**config.mk**
```make
export PLATFORM = sky130hd
export DESIGN_NAME = rtrs_status_regs
export DESIGN_NICKNAME = d
export VERILOG_FILES = /design/src/rtrs_pkg.sv /design/src/rtrs_pin_sync.sv /design/src/rtrs_screen_probe.sv /design/src/rtrs_status_regs.sv
export VERILOG_INCLUDE_DIRS = /design/src
export SDC_FILE = /design/constraint.sdc
export NUM_CORES = 1
export LEC_CHECK = 0
export BUFFER_PORTS_ARGS = -buffer_cell sky130_fd_sc_hd__buf_2
export CAP_MARGIN = 5
export CORE_AREA = 5 5 89 173
export DETAILED_ROUTE_END_ITERATION = 6
export DIE_AREA = 0 0 94 178
export GPL_TIMING_DRIVEN = 0
export SLEW_MARGIN = 40
export SYNTH_ARGS = -nofsm -noshare
export SYNTH_HDL_FRONTEND = slang
export SYNTH_SLANG_ARGS = --single-unit
```
**constraint.sdc**
```tcl
create_clock -name clk_sys -period 3.25 [get_ports clk_sys]
set_clock_uncertainty 0.1 [all_clocks]
set_input_delay 0.975 -clock clk_sys [delete_from_list [all_inputs] [get_ports clk_sys]]
set_output_delay 0.975 -clock clk_sys [all_outputs]
set_load 0.05 [all_outputs]
```
**src/rtrs_defs.svh**
```systemverilog
// Purpose: Offsets, field positions, reset values and timing counts of the touch result/status bank
// Assumes: Byte-wide register port behind the serial protocol layer
// Notes: Definitions only; included by bare name
`ifndef RTRS_DEFS_SVH
`define RTRS_DEFS_SVH

// Register byte addresses on the register port
`define RTRS_ADDR_STATUS2 8'h00
`define RTRS_ADDR_X_HIGH 8'h01
`define RTRS_ADDR_X_LOW 8'h02
`define RTRS_ADDR_Y_HIGH 8'h03
`define RTRS_ADDR_Y_LOW 8'h04
`define RTRS_ADDR_P_HIGH 8'h05
`define RTRS_ADDR_P_LOW 8'h06

// Second status register field positions
`define RTRS_CAL_BIT 7
`define RTRS_RSVD_BIT 6
`define RTRS_ZOOM_BIT 5
`define RTRS_ROT_BIT 4
`define RTRS_SLIDE_MSB 3
`define RTRS_SLIDE_LSB 2
`define RTRS_TYPE_MSB 1
`define RTRS_TYPE_LSB 0

// Reset and fixed values
`define RTRS_RSVD_VALUE 1'b0
`define RTRS_COORD_RESET 16'h0000
`define RTRS_BYTE_RESET 8'h00
`define RTRS_UNMAPPED_DATA 8'h00

// Timing
`define RTRS_CLK_PERIOD_NS 100
`define RTRS_PROBE_SETTLE_NS 50000
`define RTRS_PROBE_SETTLE_CYC ((`RTRS_PROBE_SETTLE_NS + `RTRS_CLK_PERIOD_NS - 1) / `RTRS_CLK_PERIOD_NS)
`define RTRS_PROBE_CNT_W 10
`define RTRS_NVM_TIMEOUT_NS 1000000
`define RTRS_NVM_TIMEOUT_CYC (`RTRS_NVM_TIMEOUT_NS / `RTRS_CLK_PERIOD_NS)
`define RTRS_NVM_CNT_W 14

`endif

```
**src/rtrs_pkg.sv**
```systemverilog
// Purpose: Types shared by the touch result/status bank
// Assumes: Nothing beyond the defs header
// Notes: Encodings of screen type and slide direction follow the status field
package rtrs_pkg;

  typedef enum logic [1:0] {
    RTRS_SCREEN_NONE = 2'b00,
    RTRS_SCREEN_FOUR = 2'b01,
    RTRS_SCREEN_FIVE = 2'b10
  } rtrs_screen_e;

  typedef enum logic [1:0] {
    RTRS_SLIDE_HPOS = 2'b00,
    RTRS_SLIDE_HNEG = 2'b01,
    RTRS_SLIDE_VPOS = 2'b10,
    RTRS_SLIDE_VNEG = 2'b11
  } rtrs_slide_e;

  typedef enum logic [1:0] {
    RTRS_PR_START = 2'b00,
    RTRS_PR_SETTLE = 2'b01,
    RTRS_PR_SAMPLE = 2'b10,
    RTRS_PR_DONE = 2'b11
  } rtrs_probe_state_e;

  typedef enum logic [1:0] {
    RTRS_CAL_LOAD_REQ = 2'b00,
    RTRS_CAL_LOAD_WAIT = 2'b01,
    RTRS_CAL_RUN = 2'b10
  } rtrs_cal_state_e;

endpackage

```
**src/rtrs_pin_sync.sv**
```systemverilog
// Purpose: Three-stage synchroniser for a pin input
// Assumes: Pin is asynchronous to clk_sys
// Notes: Output follows only when the second and third stages agree
`timescale 1ns/1ps
`default_nettype none
module rtrs_pin_sync (
  // Clock and reset
  input wire logic clk_sys,
  input wire logic rst_n,
  // Pin and result
  input wire logic pinIn,
  output logic level_ff
);

  logic stage1_ff;
  logic stage2_ff;
  logic stage3_ff;
  logic nxt_level;

  // Accept a change only once two settled stages agree; filters a single-cycle glitch
  always_comb begin
    nxt_level = level_ff;
    if (stage2_ff == stage3_ff) begin
      nxt_level = stage3_ff;
    end
  end

  // Stage one feeds stage two only
  always_ff @(posedge clk_sys) begin
    if (!rst_n) begin
      stage1_ff <= 1'b0;
      stage2_ff <= 1'b0;
      stage3_ff <= 1'b0;
      level_ff <= 1'b0;
    end else begin
      stage1_ff <= pinIn;
      stage2_ff <= stage1_ff;
      stage3_ff <= stage2_ff;
      level_ff <= nxt_level;
    end
  end

endmodule // rtrs_pin_sync
`default_nettype wire

```
**src/rtrs_screen_probe.sv**
```systemverilog
// Purpose: Probe the attached resistive screen once after every reset
// Assumes: Sense inputs are already synchronised
// Notes: Both senses high is resolved to four-wire so the reserved code never appears
`timescale 1ns/1ps
`default_nettype none
`include "rtrs_defs.svh"
module rtrs_screen_probe
  import rtrs_pkg::*;
(
  // Clock and reset
  input wire logic clk_sys,
  input wire logic rst_n,
  // Synchronised sense lines
  input wire logic fourSense,
  input wire logic fiveSense,
  // Probe control and result
  output logic drive_ff,
  output logic done_ff,
  output logic [1:0] screenType_ff
);

  localparam logic [`RTRS_PROBE_CNT_W-1:0] SettleLast = `RTRS_PROBE_CNT_W'(`RTRS_PROBE_SETTLE_CYC - 1);

  rtrs_probe_state_e state_ff;
  rtrs_probe_state_e nxt_state;
  logic [`RTRS_PROBE_CNT_W-1:0] cnt_ff;
  logic [`RTRS_PROBE_CNT_W-1:0] nxt_cnt;
  logic nxt_drive;
  logic nxt_done;
  logic [1:0] nxt_screenType;

  // Probe sequence: drive, let the screen settle, sample, then hold the result
  always_comb begin
    nxt_state = state_ff;
    nxt_cnt = cnt_ff;
    nxt_drive = drive_ff;
    nxt_done = done_ff;
    nxt_screenType = screenType_ff;
    case (state_ff)
      RTRS_PR_START: begin
        nxt_drive = 1'b1;
        nxt_cnt = '0;
        nxt_state = RTRS_PR_SETTLE;
      end
      RTRS_PR_SETTLE: begin
        if (cnt_ff == SettleLast) begin
          nxt_state = RTRS_PR_SAMPLE;
        end else begin
          nxt_cnt = cnt_ff + `RTRS_PROBE_CNT_W'(1);
        end
      end
      RTRS_PR_SAMPLE: begin
        // Four-wire wins a tie: the reserved code must never be produced
        if (fourSense) begin
          nxt_screenType = RTRS_SCREEN_FOUR;
        end else if (fiveSense) begin
          nxt_screenType = RTRS_SCREEN_FIVE;
        end else begin
          nxt_screenType = RTRS_SCREEN_NONE;
        end
        nxt_drive = 1'b0;
        nxt_done = 1'b1;
        nxt_state = RTRS_PR_DONE;
      end
      RTRS_PR_DONE: begin
        nxt_state = RTRS_PR_DONE;
      end
      default: begin
        nxt_state = RTRS_PR_START;
      end
    endcase
  end

  // Reset restarts the probe, so it runs after every reset
  always_ff @(posedge clk_sys) begin
    if (!rst_n) begin
      state_ff <= RTRS_PR_START;
      cnt_ff <= '0;
      drive_ff <= 1'b0;
      done_ff <= 1'b0;
      screenType_ff <= RTRS_SCREEN_NONE;
    end else begin
      state_ff <= nxt_state;
      cnt_ff <= nxt_cnt;
      drive_ff <= nxt_drive;
      done_ff <= nxt_done;
      screenType_ff <= nxt_screenType;
    end
  end

endmodule // rtrs_screen_probe
`default_nettype wire

```
**src/rtrs_status_regs.sv**
```systemverilog
// Purpose: Read-only result and status bank of a resistive touch controller
// Assumes: Serial protocol layer presents one-cycle byte read/write strobes
// Notes: Every register here is read-only; any write to one of them draws an invalid-write answer
`timescale 1ns/1ps
`default_nettype none
`include "rtrs_defs.svh"
// What this block does
// - Calibrated flag at status bit 7 sets on successful calibration, clear when uncalibrated.
// - Calibration state kept in persistent storage, restored automatically after reset.
// - Zoom direction at bit 5: zero zoom in, one zoom out.
// - Rotate direction at bit 4: zero clockwise, one counter-clockwise.
// - Slide direction at bits 3-2: horizontal pos/neg, vertical pos/neg.
// - After every reset, probe the screen; type goes in bits 1-0.
// - Type reads 00 none, 01 four-wire, 10 five-wire; 11 never produced.
// - Status bit 6 is reserved and returns a fixed value.
// - X coordinate is 16 bits: high byte 15-8, low byte 7-0.
// - Y coordinate is 16 bits: high byte 15-8, low byte 7-0.
// - Pressure is 16 bits: high byte 15-8, low byte 7-0.
// - All these registers are read-only; writes get an invalid-write answer.
// - Writing a read-only address sets the write error flag.
module rtrs_status_regs
  import rtrs_pkg::*;
#(
  parameter int unsigned NVM_TIMEOUT_CYC = `RTRS_NVM_TIMEOUT_CYC
) (
  // Clock and reset
  input wire logic clk_sys,
  input wire logic rst_n,
  // Register port from the serial protocol layer
  input wire logic regRdStb,
  input wire logic regWrStb,
  input wire logic [7:0] regAddr,
  input wire logic [7:0] regWrData,
  output logic [7:0] regRdData_ff,
  output logic regAck_ff,
  output logic regWrInvalid_ff,
  output logic regAddrError_ff,
  // Error register link
  input wire logic errFlagClear,
  output logic writeErrorFlag_ff,
  // Processed sample
  input wire logic sampleValid,
  input wire logic [15:0] sampleX,
  input wire logic [15:0] sampleY,
  input wire logic [15:0] samplePressure,
  // Gesture engine results
  input wire logic zoomEvt,
  input wire logic zoomOut,
  input wire logic rotateEvt,
  input wire logic rotateCcw,
  input wire logic slideEvt,
  input wire logic [1:0] slideDir,
  // Calibration engine
  input wire logic calDone,
  input wire logic calLost,
  // Persistent storage
  output logic nvmLoadReq_ff,
  input wire logic nvmLoadDone,
  input wire logic nvmCalValid,
  output logic nvmStoreReq_ff,
  output logic nvmStoreCal_ff,
  // Screen probe pins
  input wire logic senseFourPin,
  input wire logic senseFivePin,
  output logic probeDrive_ff,
  output logic probeDone_ff
);

  localparam logic [`RTRS_NVM_CNT_W-1:0] NvmLast = `RTRS_NVM_CNT_W'(NVM_TIMEOUT_CYC - 1);

  logic fourSync;
  logic fiveSync;
  logic [1:0] screenType;

  // Sense pins come from outside the clock domain
  rtrs_pin_sync u_sync_four (
    .clk_sys(clk_sys),
    .rst_n(rst_n),
    .pinIn(senseFourPin),
    .level_ff(fourSync)
  );

  rtrs_pin_sync u_sync_five (
    .clk_sys(clk_sys),
    .rst_n(rst_n),
    .pinIn(senseFivePin),
    .level_ff(fiveSync)
  );

  rtrs_screen_probe u_probe (
    .clk_sys(clk_sys),
    .rst_n(rst_n),
    .fourSense(fourSync),
    .fiveSense(fiveSync),
    .drive_ff(probeDrive_ff),
    .done_ff(probeDone_ff),
    .screenType_ff(screenType)
  );

  // ---------- Calibration flag and persistent storage ----------
  rtrs_cal_state_e calState_ff;
  rtrs_cal_state_e nxt_calState;
  logic calibrated_ff;
  logic nxt_calibrated;
  logic [`RTRS_NVM_CNT_W-1:0] nvmCnt_ff;
  logic [`RTRS_NVM_CNT_W-1:0] nxt_nvmCnt;
  logic nxt_nvmLoadReq;
  logic nxt_nvmStoreReq;
  logic nxt_nvmStoreCal;

  // Restore first; a calibration event wins over the restored value only in the cycle the load answer or timeout lands, earlier ones are overwritten
  always_comb begin
    nxt_calState = calState_ff;
    nxt_calibrated = calibrated_ff;
    nxt_nvmCnt = nvmCnt_ff;
    nxt_nvmLoadReq = 1'b0;
    nxt_nvmStoreReq = 1'b0;
    nxt_nvmStoreCal = nvmStoreCal_ff;
    case (calState_ff)
      RTRS_CAL_LOAD_REQ: begin
        nxt_nvmLoadReq = 1'b1;
        nxt_nvmCnt = '0;
        nxt_calState = RTRS_CAL_LOAD_WAIT;
      end
      RTRS_CAL_LOAD_WAIT: begin
        // A storage that never answers leaves the screen uncalibrated rather than hanging
        if (nvmLoadDone) begin
          nxt_calibrated = nvmCalValid;
          nxt_calState = RTRS_CAL_RUN;
        end else if (nvmCnt_ff == NvmLast) begin
          nxt_calibrated = 1'b0;
          nxt_calState = RTRS_CAL_RUN;
        end else begin
          nxt_nvmCnt = nvmCnt_ff + `RTRS_NVM_CNT_W'(1);
        end
      end
      RTRS_CAL_RUN: begin
        nxt_calState = RTRS_CAL_RUN;
      end
      default: begin
        nxt_calState = RTRS_CAL_LOAD_REQ;
      end
    endcase
    // Success outranks a loss in the same cycle
    if (calDone) begin
      nxt_calibrated = 1'b1;
      nxt_nvmStoreReq = 1'b1;
      nxt_nvmStoreCal = 1'b1;
    end else if (calLost) begin
      nxt_calibrated = 1'b0;
      nxt_nvmStoreReq = 1'b1;
      nxt_nvmStoreCal = 1'b0;
    end
  end

  always_ff @(posedge clk_sys) begin
    if (!rst_n) begin
      calState_ff <= RTRS_CAL_LOAD_REQ;
      calibrated_ff <= 1'b0;
      nvmCnt_ff <= '0;
      nvmLoadReq_ff <= 1'b0;
      nvmStoreReq_ff <= 1'b0;
      nvmStoreCal_ff <= 1'b0;
    end else begin
      calState_ff <= nxt_calState;
      calibrated_ff <= nxt_calibrated;
      nvmCnt_ff <= nxt_nvmCnt;
      nvmLoadReq_ff <= nxt_nvmLoadReq;
      nvmStoreReq_ff <= nxt_nvmStoreReq;
      nvmStoreCal_ff <= nxt_nvmStoreCal;
    end
  end

  // ---------- Gesture directions ----------
  logic zoomDir_ff;
  logic nxt_zoomDir;
  logic rotateDir_ff;
  logic nxt_rotateDir;
  logic [1:0] slideDir_ff;
  logic [1:0] nxt_slideDir;

  // Directions hold until the next gesture of the same kind
  always_comb begin
    nxt_zoomDir = zoomEvt ? zoomOut : zoomDir_ff;
    nxt_rotateDir = rotateEvt ? rotateCcw : rotateDir_ff;
    nxt_slideDir = slideEvt ? slideDir : slideDir_ff;
  end

  always_ff @(posedge clk_sys) begin
    if (!rst_n) begin
      zoomDir_ff <= 1'b0;
      rotateDir_ff <= 1'b0;
      slideDir_ff <= RTRS_SLIDE_HPOS;
    end else begin
      zoomDir_ff <= nxt_zoomDir;
      rotateDir_ff <= nxt_rotateDir;
      slideDir_ff <= nxt_slideDir;
    end
  end

  // ---------- Coordinate and pressure results ----------
  logic [15:0] xPos_ff;
  logic [15:0] nxt_xPos;
  logic [15:0] yPos_ff;
  logic [15:0] nxt_yPos;
  logic [15:0] press_ff;
  logic [15:0] nxt_press;

  // All three from one sample in one cycle
  always_comb begin
    nxt_xPos = sampleValid ? sampleX : xPos_ff;
    nxt_yPos = sampleValid ? sampleY : yPos_ff;
    nxt_press = sampleValid ? samplePressure : press_ff;
  end

  always_ff @(posedge clk_sys) begin
    if (!rst_n) begin
      xPos_ff <= `RTRS_COORD_RESET;
      yPos_ff <= `RTRS_COORD_RESET;
      press_ff <= `RTRS_COORD_RESET;
    end else begin
      xPos_ff <= nxt_xPos;
      yPos_ff <= nxt_yPos;
      press_ff <= nxt_press;
    end
  end

  // ---------- Register port ----------
  logic [7:0] status2;
  logic [7:0] xLowHold_ff;
  logic [7:0] nxt_xLowHold;
  logic [7:0] yLowHold_ff;
  logic [7:0] nxt_yLowHold;
  logic [7:0] pLowHold_ff;
  logic [7:0] nxt_pLowHold;
  logic [2:0] holdValid_ff;
  logic [2:0] nxt_holdValid;
  logic [7:0] nxt_regRdData;
  logic nxt_regAck;
  logic nxt_regWrInvalid;
  logic nxt_regAddrError;
  logic nxt_writeErrorFlag;
  logic addrMapped;

  // Second status register image; bit 6 is a constant
  always_comb begin
    status2 = `RTRS_BYTE_RESET;
    status2[`RTRS_CAL_BIT] = calibrated_ff;
    status2[`RTRS_RSVD_BIT] = `RTRS_RSVD_VALUE;
    status2[`RTRS_ZOOM_BIT] = zoomDir_ff;
    status2[`RTRS_ROT_BIT] = rotateDir_ff;
    status2[`RTRS_SLIDE_MSB:`RTRS_SLIDE_LSB] = slideDir_ff;
    status2[`RTRS_TYPE_MSB:`RTRS_TYPE_LSB] = screenType;
  end

  // Reading a high byte freezes the matching low byte, so a pair never straddles two samples
  always_comb begin
    addrMapped = (regAddr <= `RTRS_ADDR_P_LOW); // Status sits at the bottom of the map
    nxt_regRdData = regRdData_ff;
    nxt_regAck = 1'b0;
    nxt_regWrInvalid = 1'b0;
    nxt_regAddrError = 1'b0;
    nxt_xLowHold = xLowHold_ff;
    nxt_yLowHold = yLowHold_ff;
    nxt_pLowHold = pLowHold_ff;
    nxt_holdValid = holdValid_ff;
    nxt_writeErrorFlag = writeErrorFlag_ff;
    // Clear first so a write in the same cycle sets it again
    if (errFlagClear) begin
      nxt_writeErrorFlag = 1'b0;
    end
    if (regWrStb) begin
      nxt_regAck = 1'b1;
      if (addrMapped) begin
        nxt_regWrInvalid = 1'b1;
        nxt_writeErrorFlag = 1'b1;
      end else begin
        nxt_regAddrError = 1'b1;
      end
    end else if (regRdStb) begin
      nxt_regAck = 1'b1;
      if (regAddr == `RTRS_ADDR_STATUS2) begin
        nxt_regRdData = status2;
      end else if (regAddr == `RTRS_ADDR_X_HIGH) begin
        nxt_regRdData = xPos_ff[15:8];
        nxt_xLowHold = xPos_ff[7:0];
        nxt_holdValid[0] = 1'b1;
      end else if (regAddr == `RTRS_ADDR_X_LOW) begin
        nxt_regRdData = holdValid_ff[0] ? xLowHold_ff : xPos_ff[7:0];
        nxt_holdValid[0] = 1'b0;
      end else if (regAddr == `RTRS_ADDR_Y_HIGH) begin
        nxt_regRdData = yPos_ff[15:8];
        nxt_yLowHold = yPos_ff[7:0];
        nxt_holdValid[1] = 1'b1;
      end else if (regAddr == `RTRS_ADDR_Y_LOW) begin
        nxt_regRdData = holdValid_ff[1] ? yLowHold_ff : yPos_ff[7:0];
        nxt_holdValid[1] = 1'b0;
      end else if (regAddr == `RTRS_ADDR_P_HIGH) begin
        nxt_regRdData = press_ff[15:8];
        nxt_pLowHold = press_ff[7:0];
        nxt_holdValid[2] = 1'b1;
      end else if (regAddr == `RTRS_ADDR_P_LOW) begin
        nxt_regRdData = holdValid_ff[2] ? pLowHold_ff : press_ff[7:0];
        nxt_holdValid[2] = 1'b0;
      end else begin
        nxt_regRdData = `RTRS_UNMAPPED_DATA;
        nxt_regAddrError = 1'b1;
      end
    end
  end

  // Write data is never stored: nothing here is writable
  always_ff @(posedge clk_sys) begin
    if (!rst_n) begin
      regRdData_ff <= `RTRS_BYTE_RESET;
      regAck_ff <= 1'b0;
      regWrInvalid_ff <= 1'b0;
      regAddrError_ff <= 1'b0;
      writeErrorFlag_ff <= 1'b0;
      xLowHold_ff <= `RTRS_BYTE_RESET;
      yLowHold_ff <= `RTRS_BYTE_RESET;
      pLowHold_ff <= `RTRS_BYTE_RESET;
      holdValid_ff <= 3'h0;
    end else begin
      regRdData_ff <= nxt_regRdData;
      regAck_ff <= nxt_regAck;
      regWrInvalid_ff <= nxt_regWrInvalid;
      regAddrError_ff <= nxt_regAddrError;
      writeErrorFlag_ff <= nxt_writeErrorFlag;
      xLowHold_ff <= nxt_xLowHold;
      yLowHold_ff <= nxt_yLowHold;
      pLowHold_ff <= nxt_pLowHold;
      holdValid_ff <= nxt_holdValid;
    end
  end

endmodule // rtrs_status_regs
`default_nettype wire

```
# Word level (Yosys, flattened, before mapping)
# Cells that the tools add are included.
[classes]
order_cmp = 1
add_sub_neg = 2
mux = 55
n_bitwise = 6
reduce_logical = 24
eq_ne = 20
[ops]
columns = ["operator", "n"]
rows = [
  ["$mux 8", 10],
  ["$mux 1", 32],
  ["$mux 14", 2],
  ["$pmux 14 s2", 1],
  ["$eq 8x3->1 const B", 3],
  ["$pmux 10 s2", 1],
  ["$eq 8x2->1 const B", 2],
  ["$reduce_and 8->1", 2],
  ["$add 14x1->14 const B", 1],
  ["$eq 14x14->1 const B", 1],
  ["$reduce_bool 2->1", 7],
  ["$pmux 2 s3", 2],
  ["$reduce_and 6->1", 2],
  ["$add 10x1->10 const B", 1],
  ["$eq 10x9->1 const B", 1],
  ["$mux 10", 1],
  ["$mux 2", 5],
  ["$eq 8x1->1 const B", 1],
  ["$le 8x3->1 const B", 1],
  ["$logic_not 8->1", 1],
  ["$reduce_and 2->1", 4],
  ["$reduce_and 4->1", 2],
  ["$eq 2x2->1 const B", 3],
  ["$ne 2x2->1 const B", 3],
  ["other kinds (11)", 19],
]
[totals]
output_inout_bits = 17
inputBits = 83
elab_cells = 144
ff_bits = 135

# Longest topological paths before layout
# Gate-level depths: netlist of the first run.
[depth]
ltp_word = 10
mapped_depth = 7
ltp_nobuf = 6

# Hierarchy
# Synthesis of the first run repeated with hierarchy kept, for this count alone.
[hier_totals]
hier_cells = 684
area_unflattened_um2 = 6109.6
[by_module_without_submodules]
columns = ["mod", "n_inst", "seq_area_each_um2", "area_each_um2", "cells_per_inst"]
rows = [
  ["rtrs_status_regs", 1, 2222.1, 5084.9, 583],
  ["rtrs_screen_probe", 1, 320.3, 792.0, 81],
  ["rtrs_pin_sync", 2, 80.1, 116.4, 10],
]

# Least setup slack after synthesis of the first run
# Ideal clock, no wire load.
[synth_path]
path_type = "input-to-reg"
from = "input port regAddr[7]"
to = "register pLowHold_ff[7]"
setup_ps = 128
arrival_time_ps = 2462
setup_slack_ps = 560
stages = 5
path_cell_list = "or4_4 -> buf_6 -> nor4_4 -> mux2i_1 -> nor2_1"
[synth_between]
elab_chain_cells = 3
[synth_rtl]
columns = ["element", "line", "rtl"]
rows = [
  ["start: declaration", "rtrs_status_regs.sv:32", "input wire logic [7:0] regAddr,"],
  ["$eq 8x3->1 (no line) (tied with other cells)", "n/a", ""],
  ["$not 1->1 (no line)", "n/a", ""],
  ["$reduce_and 8->1 (no line) *", "n/a", ""],
  ["end signal: assignment", "rtrs_status_regs.sv:322", "pLowHold_ff <= `RTRS_BYTE_RESET;"],
  ["end signal: assignment", "rtrs_status_regs.sv:332", "pLowHold_ff <= nxt_pLowHold;"],
  ["end: declaration", "rtrs_status_regs.sv:234", "logic [7:0] pLowHold_ff;"],
]
# Mark *: on every way between the ends. The rest lies on a longest branch, timed or not.
# A chain may end at the register's enable or synchronous reset.

# Final worst setup path of the first run
[layout_path]
from = "input port regAddr[0]"
to = "register regRdData_ff[4]"
[layout_between]
elab_chain_cells = 8
[layout_rtl]
columns = ["element", "line", "rtl"]
rows = [
  ["$eq 8x3->1 (no line)", "n/a", ""],
  ["$mux 8", "rtrs_status_regs.sv:302", "end else if (regAddr == `RTRS_ADDR_P_LOW) begin"],
  ["$mux 8", "rtrs_status_regs.sv:298", "end else if (regAddr == `RTRS_ADDR_P_HIGH) begin"],
  ["$mux 8", "rtrs_status_regs.sv:295", "end else if (regAddr == `RTRS_ADDR_Y_LOW) begin"],
  ["$mux 8", "rtrs_status_regs.sv:291", "end else if (regAddr == `RTRS_ADDR_Y_HIGH) begin"],
  ["$mux 8", "rtrs_status_regs.sv:288", "end else if (regAddr == `RTRS_ADDR_X_LOW) begin"],
  ["$mux 8", "rtrs_status_regs.sv:284", "end else if (regAddr == `RTRS_ADDR_X_HIGH) begin"],
  ["$mux 8 *", "rtrs_status_regs.sv:282", "if (regAddr == `RTRS_ADDR_STATUS2) begin"],
  ["end signal: assignment", "rtrs_status_regs.sv:315", "regRdData_ff <= `RTRS_BYTE_RESET;"],
  ["end signal: assignment", "rtrs_status_regs.sv:325", "regRdData_ff <= nxt_regRdData;"],
  ["end: declaration", "rtrs_status_regs.sv:34", "output logic [7:0] regRdData_ff,"],
]
# Marks and branches as above.

==> summary.txt, run 1 <==
DRT
------------------------------------------------------------------------------------
Wire length per cell                                                         17.7 µm
First-iteration detailed-routing DRC count                                       198
DRC violations left                                                                0
Via density per instance                                                        5.41
First drt pass iteration count                                                     5
Via count                                                                      5,236
Total Routed Length                                                        17,100 µm
Post-route antenna net violation count                                             0

PWR
------------------------------------------------------------------------------------
Peak VDD IR                                                                 0.400 mV
Leakage power summed over all cells                                          2.87 nW
Switching power                                                              1.11 mW
Power Internal                                                               3.12 mW
Sequential group share of total power                                          0.418
Total power per unit cell area                                            577 nW/µm²
Switching part of the total power                                              0.263
Combinational share of power                                                   0.115
Clock power frac                                                               0.467

WORST HOLD PATH
------------------------------------------------------------------------------------
Path category of the worst min-delay check                              register to register
Hold Startpoint                                                         u_sync_five.stage1_ff
End point of the worst hold path                                        u_sync_five.stage2_ff
Hold Crit Depth                                                                    1

STA
------------------------------------------------------------------------------------
Final Setup Violations                                                             0
Setup ws final                                                              0.679 ns
Shortest period the worst path allows                                        2.57 ns
Final Slew Violations                                                              0
Slew at the pin with the worst max-slew slack                               0.806 ns
Number of hold violations in the final report                                      0
Setup TNS Final                                                                 0 ns
Maximum clock frequency                                                    0.389 GHz
Worst rel slew slack                                                           0.463
Unrepaired setup endpoints after global routing                                   no
Period utilisation layout                                                      0.791
Worst hold slack across all endpoints                                       0.347 ns

CELLS AND AREA
------------------------------------------------------------------------------------
Number of antenna cells inserted                                                   0
Post-route design area                                                      7340 µm²
Share of layout cells above drive strength 1                                   0.197
Synthesis-to-finish area growth                                                21.3%
Final instance count without filler cells                                        967
Total number of nets in the final design                                         852

CLOCK NETWORK
------------------------------------------------------------------------------------
H-tree depth                                                                       4
Post-CTS Repair Setup Buffers                                                      0
Cts hold-fix bufs                                                                  0
Insertion delay to the later sink of the worst-skew pair                     0.41 ns
Number of buffers inserted during clock tree synthesis                            17
Total of cells resized after clock tree synthesis                                  0
Clock Tree Root                                                         sky130_fd_sc_hd__clkbuf_16
Clk slew on worst S/H paths                                                  0.06 ns
TritonCTS clock tree                                                             yes
Maximum number of buffers from clock root to sink                                  2
Sink count of the clock tree                                                     135

JOB
------------------------------------------------------------------------------------
Number of max-cap violations                                                       0

WORST SETUP PATH
------------------------------------------------------------------------------------
Type of element launching the critical path                               input port
CP Max Fanout                                                                     10
Setup slack of the most critical reg-to-reg path                             1.07 ns
R2r startpoint                                                          u_probe.cnt_ff[0]
Nature of the critical path endpoint                                        register
Reg2Reg Capture Point                                                   u_probe.state_ff[0]
FF-to-FF path depth                                                                5
Worst endpoint data arrival time                                             2.79 ns
Crit path required time                                                      3.47 ns
Critical path class                                                     input port to register

DIE
------------------------------------------------------------------------------------
Number of primary I/O pins                                                       100
Placeable core region                                                     13,900 µm²
Die X                                                                          94 µm
Row Count                                                                         61
Height of the die                                                             178 µm
Area of the die                                                           16,700 µm²
Initial core utilization                                                       0.436

SYNTH
------------------------------------------------------------------------------------
Count of distinct cell types in the synthesized netlist                           60
Proportion of synthesized flip-flops having asynchronous set or reset              0
Synth area leaders                                                      sky130_fd_sc_hd__dfxtp_1, sky130_fd_sc_hd__mux2i_1, sky130_fd_sc_hd__nor2_1, sky130_fd_sc_hd__a21oi_1, sky130_fd_sc_hd__mux2_2
Synth top area share                                                           0.446
Number of nets produced by synthesis                                             745
Yosys Warn Count                                                                   0
Synth Register Bits                                                              135
Avg Synthesized Cell Area                                                   9.20 µm²
Post-synthesis cell area                                                    6050 µm²
Instance count of the mapped netlist                                             658
Cell taking the most area after synthesis                               sky130_fd_sc_hd__dfxtp_1
Register area share after synthesis                                            0.446
Dominant register cell in the synthesized netlist                       sky130_fd_sc_hd__dfxtp_1
Commonest cells post-synth                                              sky130_fd_sc_hd__dfxtp_1, sky130_fd_sc_hd__nor2_1, sky130_fd_sc_hd__mux2i_1
Most used standard cell by instance count after synthesis               sky130_fd_sc_hd__dfxtp_1
Post-synth EDFFs                                                                   0

PLACEMENT
------------------------------------------------------------------------------------
Post-DP HPWL                                                               13,300 µm
# placed instances                                                               935
Count of input and output buffers                                                 88
Placed instance area                                                        6740 µm²
Post-place setup slack                                                      0.278 ns
Gpl congestion                                                                 0.953

GLOBAL ROUTING
------------------------------------------------------------------------------------
Pin count of the biggest net entering global routing                              17
Via count of the first global-routing pass                                     5,393
Global route overflow                                                              0
First-pass GRT wire length                                                 26,700 µm
Number of antenna violations at the first check in global routing                  0
GR Util All Layers                                                             0.208

RUN STATUS
------------------------------------------------------------------------------------
Run status                                                              complete, no violations

placed cells by master, fill, tap and decap left out, types with 5 or more instances in the layout:
cell	synthesis	routed
sky130_fd_sc_hd__buf_2	5	93
sky130_fd_sc_hd__buf_1	5	5
sky130_fd_sc_hd__nor3_1	5	5
sky130_fd_sc_hd__dfxtp_1	135	135
sky130_fd_sc_hd__or3_1	6	6
sky130_fd_sc_hd__a21oi_1	37	37
sky130_fd_sc_hd__a22oi_1	5	5
sky130_fd_sc_hd__nand2b_1	14	14
sky130_fd_sc_hd__nand2_1	48	48
sky130_fd_sc_hd__nor2b_1	5	5
sky130_fd_sc_hd__o211ai_1	6	6
sky130_fd_sc_hd__nand3_1	26	26
sky130_fd_sc_hd__mux2i_1	89	89
sky130_fd_sc_hd__nor2_1	100	100
sky130_fd_sc_hd__inv_1	13	13
sky130_fd_sc_hd__a31oi_1	5	5
sky130_fd_sc_hd__clkbuf_16	0	17
sky130_fd_sc_hd__mux2_2	16	16
sky130_fd_sc_hd__clkbuf_1	33	35
sky130_fd_sc_hd__and2_1	11	11
sky130_fd_sc_hd__o21ai_0	17	17
sky130_fd_sc_hd__nand4_1	10	10
layer usage:
layer | GRT usage | wire length (µm) | part of all wire | up-vias
li1 | - | - | - | 2555
met1 | 0.204 | 6140 | 0.36 | 2474
met2 | 0.409 | 9670 | 0.56 | 166
met3 | 0.0414 | 741 | 0.043 | 41
met4 | 0.0868 | 579 | 0.034 | 0
met5 | 0 | 0 | 0 | -
logic make-up (layout without fill, tap and decap cells):
family,Yosys count,count (layout),synth area share
simple gates,243,243,0.193
flops,135,135,0.446
compound gates,109,109,0.122
mux,109,109,0.192
buf+inv,58,178,0.0389
fa+ha+maj,4,4,0.00827
worst max-delay path, stage by stage:
cell and delay, ns:
sky130_fd_sc_hd__buf_2 0.11, sky130_fd_sc_hd__clkbuf_1 0.33, sky130_fd_sc_hd__clkbuf_1 0.45, sky130_fd_sc_hd__clkbuf_1 0.40
sky130_fd_sc_hd__nand2_1 0.09, sky130_fd_sc_hd__o21ai_0 0.11, sky130_fd_sc_hd__a21oi_1 0.11, sky130_fd_sc_hd__o31ai_1 0.20
how the worst max path moves through the flow:
stage	endpoint	cells after the start	startpoint	slack, ns
after global placement	xLowHold_ff[7]	6	regAddr[7]	0.18
after floorplan	pLowHold_ff[7]	5	regAddr[7]	0.56
final	regRdData_ff[4]	8	regAddr[0]	0.68
after CTS	pLowHold_ff[2]	6	regAddr[7]	0.71
after detailed placement	pLowHold_ff[2]	6	regAddr[7]	0.28
after global routing	regRdData_ff[4]	8	regAddr[0]	0.54
through the flow:
stage	total power, mW	util
2_1_floorplan	2.12	-
5_1_grt	4.40	0.528
3_5_place_dp	2.30	0.485
4_1_cts	4.27	0.528
3_3_place_gp	2.28	0.485
6_report	4.23	0.528
power groups by stage:
stage	logic (mW)	registers, mW	clock network, mW
2_1_floorplan	0.301	1.82	0
3_3_place_gp	0.481	1.80	0
3_5_place_dp	0.491	1.80	0
4_1_cts	0.492	1.77	2.01
5_1_grt	0.539	1.78	2.08
6_report	0.488	1.77	1.98
area by class of cell:
type	instances	area (µm²)
Sequential cell	135	2700
Fill cell	1377	6550
Multi-Input combinational cell	465	3120
Clock inverter	13	171
Tap cell	189	236
Buffer	45	186
Clock buffer	19	433
Inverter	13	48.8
Timing Repair Buffer	88	440
flip-flops by register name (all words and copies together) (netlist names), 2 cells and up:
signal / cells
xLowHold_ff: 8
u_probe.screenType_ff: 2
u_probe.cnt_ff: 10
slideDir_ff: 2
calState_ff: 2
holdValid_ff: 3
yPos_ff: 16
pLowHold_ff: 8
regRdData_ff: 8
xPos_ff: 16
press_ff: 16
yLowHold_ff: 8
u_probe.state_ff: 2
nvmCnt_ff: 14
Power figures use the tool's default switching activity.
==> run 2, diff against run 1 <==
- PLACE_DENSITY: not set -> 0.67
- clock period: 3.25 -> 2.22 ns (I/O delays scaled with it)
==> run 2 against run 1 <==
Non-clock buffer count grew 5. Clock-buffer cell count grew 2. Critical endpoint is now regRdData_ff[5]. Register-to-register slack lost 1.0 ns. Highest routed layer unchanged. Largest power group unchanged. Critical path type is now register to register.
==> summary.txt, run 2 (synthesis gave the netlist of run 1 again) <==
RUN STATUS
--------------------------------------------------------------------------------
Run status                                                          complete, no violations

CELLS AND AREA
--------------------------------------------------------------------------------
Fill count                                                                 1,356
Largest registers                                                   press_ff (16), xPos_ff (16), yPos_ff (16)
Most used cells in the layout excluding fill and tap cells          sky130_fd_sc_hd__dfxtp_1, sky130_fd_sc_hd__nor2_1, sky130_fd_sc_hd__buf_2
Most common cell after layout, fill and taps aside                  sky130_fd_sc_hd__dfxtp_1
Fin util                                                                   0.534
Number of antenna cells inserted                                               0
Synthesis-to-finish area growth                                            22.6%
Reg area                                                                2710 µm²
Total number of nets in the final design                                     857
Share of layout cells above drive strength 1                               0.212
Area of the multi-input gates                                           3140 µm²

DRT
--------------------------------------------------------------------------------
Wire length per cell                                                     18.4 µm
Post-route antenna net violation count                                         0
DRC violations left                                                            0
Detailed route wirelength on metal2                                    10,200 µm
Via count                                                                  5,326
Total Routed Length                                                    17,900 µm
Top routing layer in use                                                    met4
First-iteration detailed-routing DRC count                                   279
Detailed route wirelength on metal3                                       887 µm
First drt pass iteration count                                                 5
Met1 wire length                                                         5980 µm
Via density per instance                                                    5.48

CLOCK NETWORK
--------------------------------------------------------------------------------
Number of buffers inserted during clock tree synthesis                        17
Clk slew on worst S/H paths                                              0.06 ns
Insertion delay to the later sink of the worst-skew pair                 0.42 ns
Clock Tree Root                                                     sky130_fd_sc_hd__clkbuf_16
H-tree depth                                                                   4
Maximum number of buffers from clock root to sink                              2
Sink count of the clock tree                                                 135
Cts hold-fix bufs                                                              0
TritonCTS clock tree                                                         yes

DIE
--------------------------------------------------------------------------------
Row Count                                                                     61
Die X                                                                      94 µm
Area of the die                                                       16,700 µm²
Number of primary I/O pins                                                   100
Placeable core region                                                 13,900 µm²
Height of the die                                                         178 µm
Initial core utilization                                                   0.436

WORST SETUP PATH
--------------------------------------------------------------------------------
Nature of the critical path endpoint                                    register
Type of element launching the critical path                             register
Critical path class                                                 register to register
Setup slack of the most critical reg-to-reg path                         0.07 ns
Max stage delay cell, worst path                                    sky130_fd_sc_hd__clkbuf_1
Stage delay of the slowest cell on the critical path                     0.53 ns
FF-to-FF path depth                                                            5
Reg2Reg Capture Point                                               regRdData_ff[5]
R2r startpoint                                                      holdValid_ff[0]
CP Max Fanout                                                                 10
Crit path required time                                                  2.42 ns
Worst endpoint data arrival time                                         2.35 ns
CP Cell Sequence                                                    clkbuf_1 -> mux2_2 -> mux4_2 -> nor2_1 -> o31ai_1

PLACEMENT
--------------------------------------------------------------------------------
Post-DP HPWL                                                           13,400 µm
Count of input and output buffers                                             88
Gpl congestion                                                             0.945
Post-place setup slack                                                 -0.441 ns

STA
--------------------------------------------------------------------------------
Shortest period the worst path allows                                    2.15 ns
Unrepaired setup endpoints after global routing                              yes
Slew at the pin with the worst max-slew slack                           0.790 ns
Maximum clock frequency                                                0.466 GHz
Setup TNS Final                                                             0 ns
Setup ws final                                                         0.0741 ns
Worst rel slew slack                                                       0.474
Final Setup Violations                                                         0
Final Slew Violations                                                          0
Number of hold violations in the final report                                  0
Period utilisation layout                                                  0.967

GLOBAL ROUTING
--------------------------------------------------------------------------------
Global route overflow                                                          0
GR Util All Layers                                                         0.213
First-pass GRT wire length                                             27,400 µm
Number of antenna violations at the first check in global routing              0
Via count of the first global-routing pass                                 5,466
Pin count of the biggest net entering global routing                          17

WORST HOLD PATH
--------------------------------------------------------------------------------
Hold Crit Depth                                                                1
Hold Startpoint                                                     u_sync_five.stage1_ff
End point of the worst hold path                                    u_sync_five.stage2_ff
Path category of the worst min-delay check                          register to register

PWR
--------------------------------------------------------------------------------
Total power per unit cell area                                        836 nW/µm²
Leakage power summed over all cells                                      2.91 nW
Peak VDD IR                                                             0.567 mV
PnR Total Power                                                          6.20 mW

JOB
--------------------------------------------------------------------------------
Number of max-cap violations                                                   0

-- run 2: cell count changes in the layout (fill, tap and decap cells not counted), sizes merged --
cell	before	now
clkbuf	52	54
bufinv	3	2
inv	17	14
buf	100	105
clkinvlp	2	4
-- run 2: layout make-up --
type | instances | share of cell area
Buffer | 45 | 0.0277
Clock buffer | 21 | 0.0634
Clock inverter | 11 | 0.0165
Inverter | 13 | 0.00658
Multi-Input combinational cell | 465 | 0.424
Sequential cell | 135 | 0.365
Tap cell | 189 | 0.0319
Timing Repair Buffer | 93 | 0.0658
-- run 2: worst max-delay path by stage --
stage	startpoint	to	slack, ns	cells after the start
detailed placement	regAddr[0]	regRdData_ff[4]	-0.44	8
global placement	regAddr[0]	regRdData_ff[7]	-0.35	7
floorplan	regAddr[7]	pLowHold_ff[7]	-0.05	5
finish	holdValid_ff[0]	regRdData_ff[5]	0.07	5
CTS	nvmCnt_ff[4]	nvmCnt_ff[3]	0.001	5
global route	regAddr[0]	xLowHold_ff[7]	-0.005	7
-- run 2: through the flow --
| stage | area, µm² | hold WS (ns) | std cells |
|---|---|---|---|
| floorplan | 6070 | 0.312 | 658 |
| detailed placement | 6750 | 0.333 | 935 |
| CTS | 7340 | 0.347 | 967 |
| global route | 7420 | 0.359 | 972 |
| finish | 7420 | 0.349 | 972 |
| global placement | 6750 | 0.321 | 935 |
-- run 2: critical path, delay by kind of cell (launching register included) --
family                 cells  cell delay (ns)
AO/OA/AOI/OAI              1             0.08
AND/OR/NAND/NOR            1             0.11
buffers and inverters      1             0.53
multiplexers               2             0.91
flip-flops                 1             0.30
-- run 2: timing repair --
| item | CTS | global route |
|---|---|---|
| buffers inserted | 0 | 4 |
| endpoints found under the setup margin | 2 | 34 |
| gates resized for setup | 1 | 11 |
| cloned | 0 | 1 |
| pin swaps | 0 | 2 |
-- run 2: power breakdown --
| part | switching [mW] | total [mW] | internal (mW) |
|---|---|---|---|
| clock | 1.10 | 2.84 | 1.74 |
| combinational | 0.489 | 0.779 | 0.290 |
| sequential | 0.0649 | 2.59 | 2.52 |
-- run 2: metal layers --
metal | vias up | track usage
met5 | - | 0
met4 | 0 | 0.122
met3 | 54 | 0.0350
met2 | 180 | 0.411
met1 | 2531 | 0.206
li1 | 2561 | -
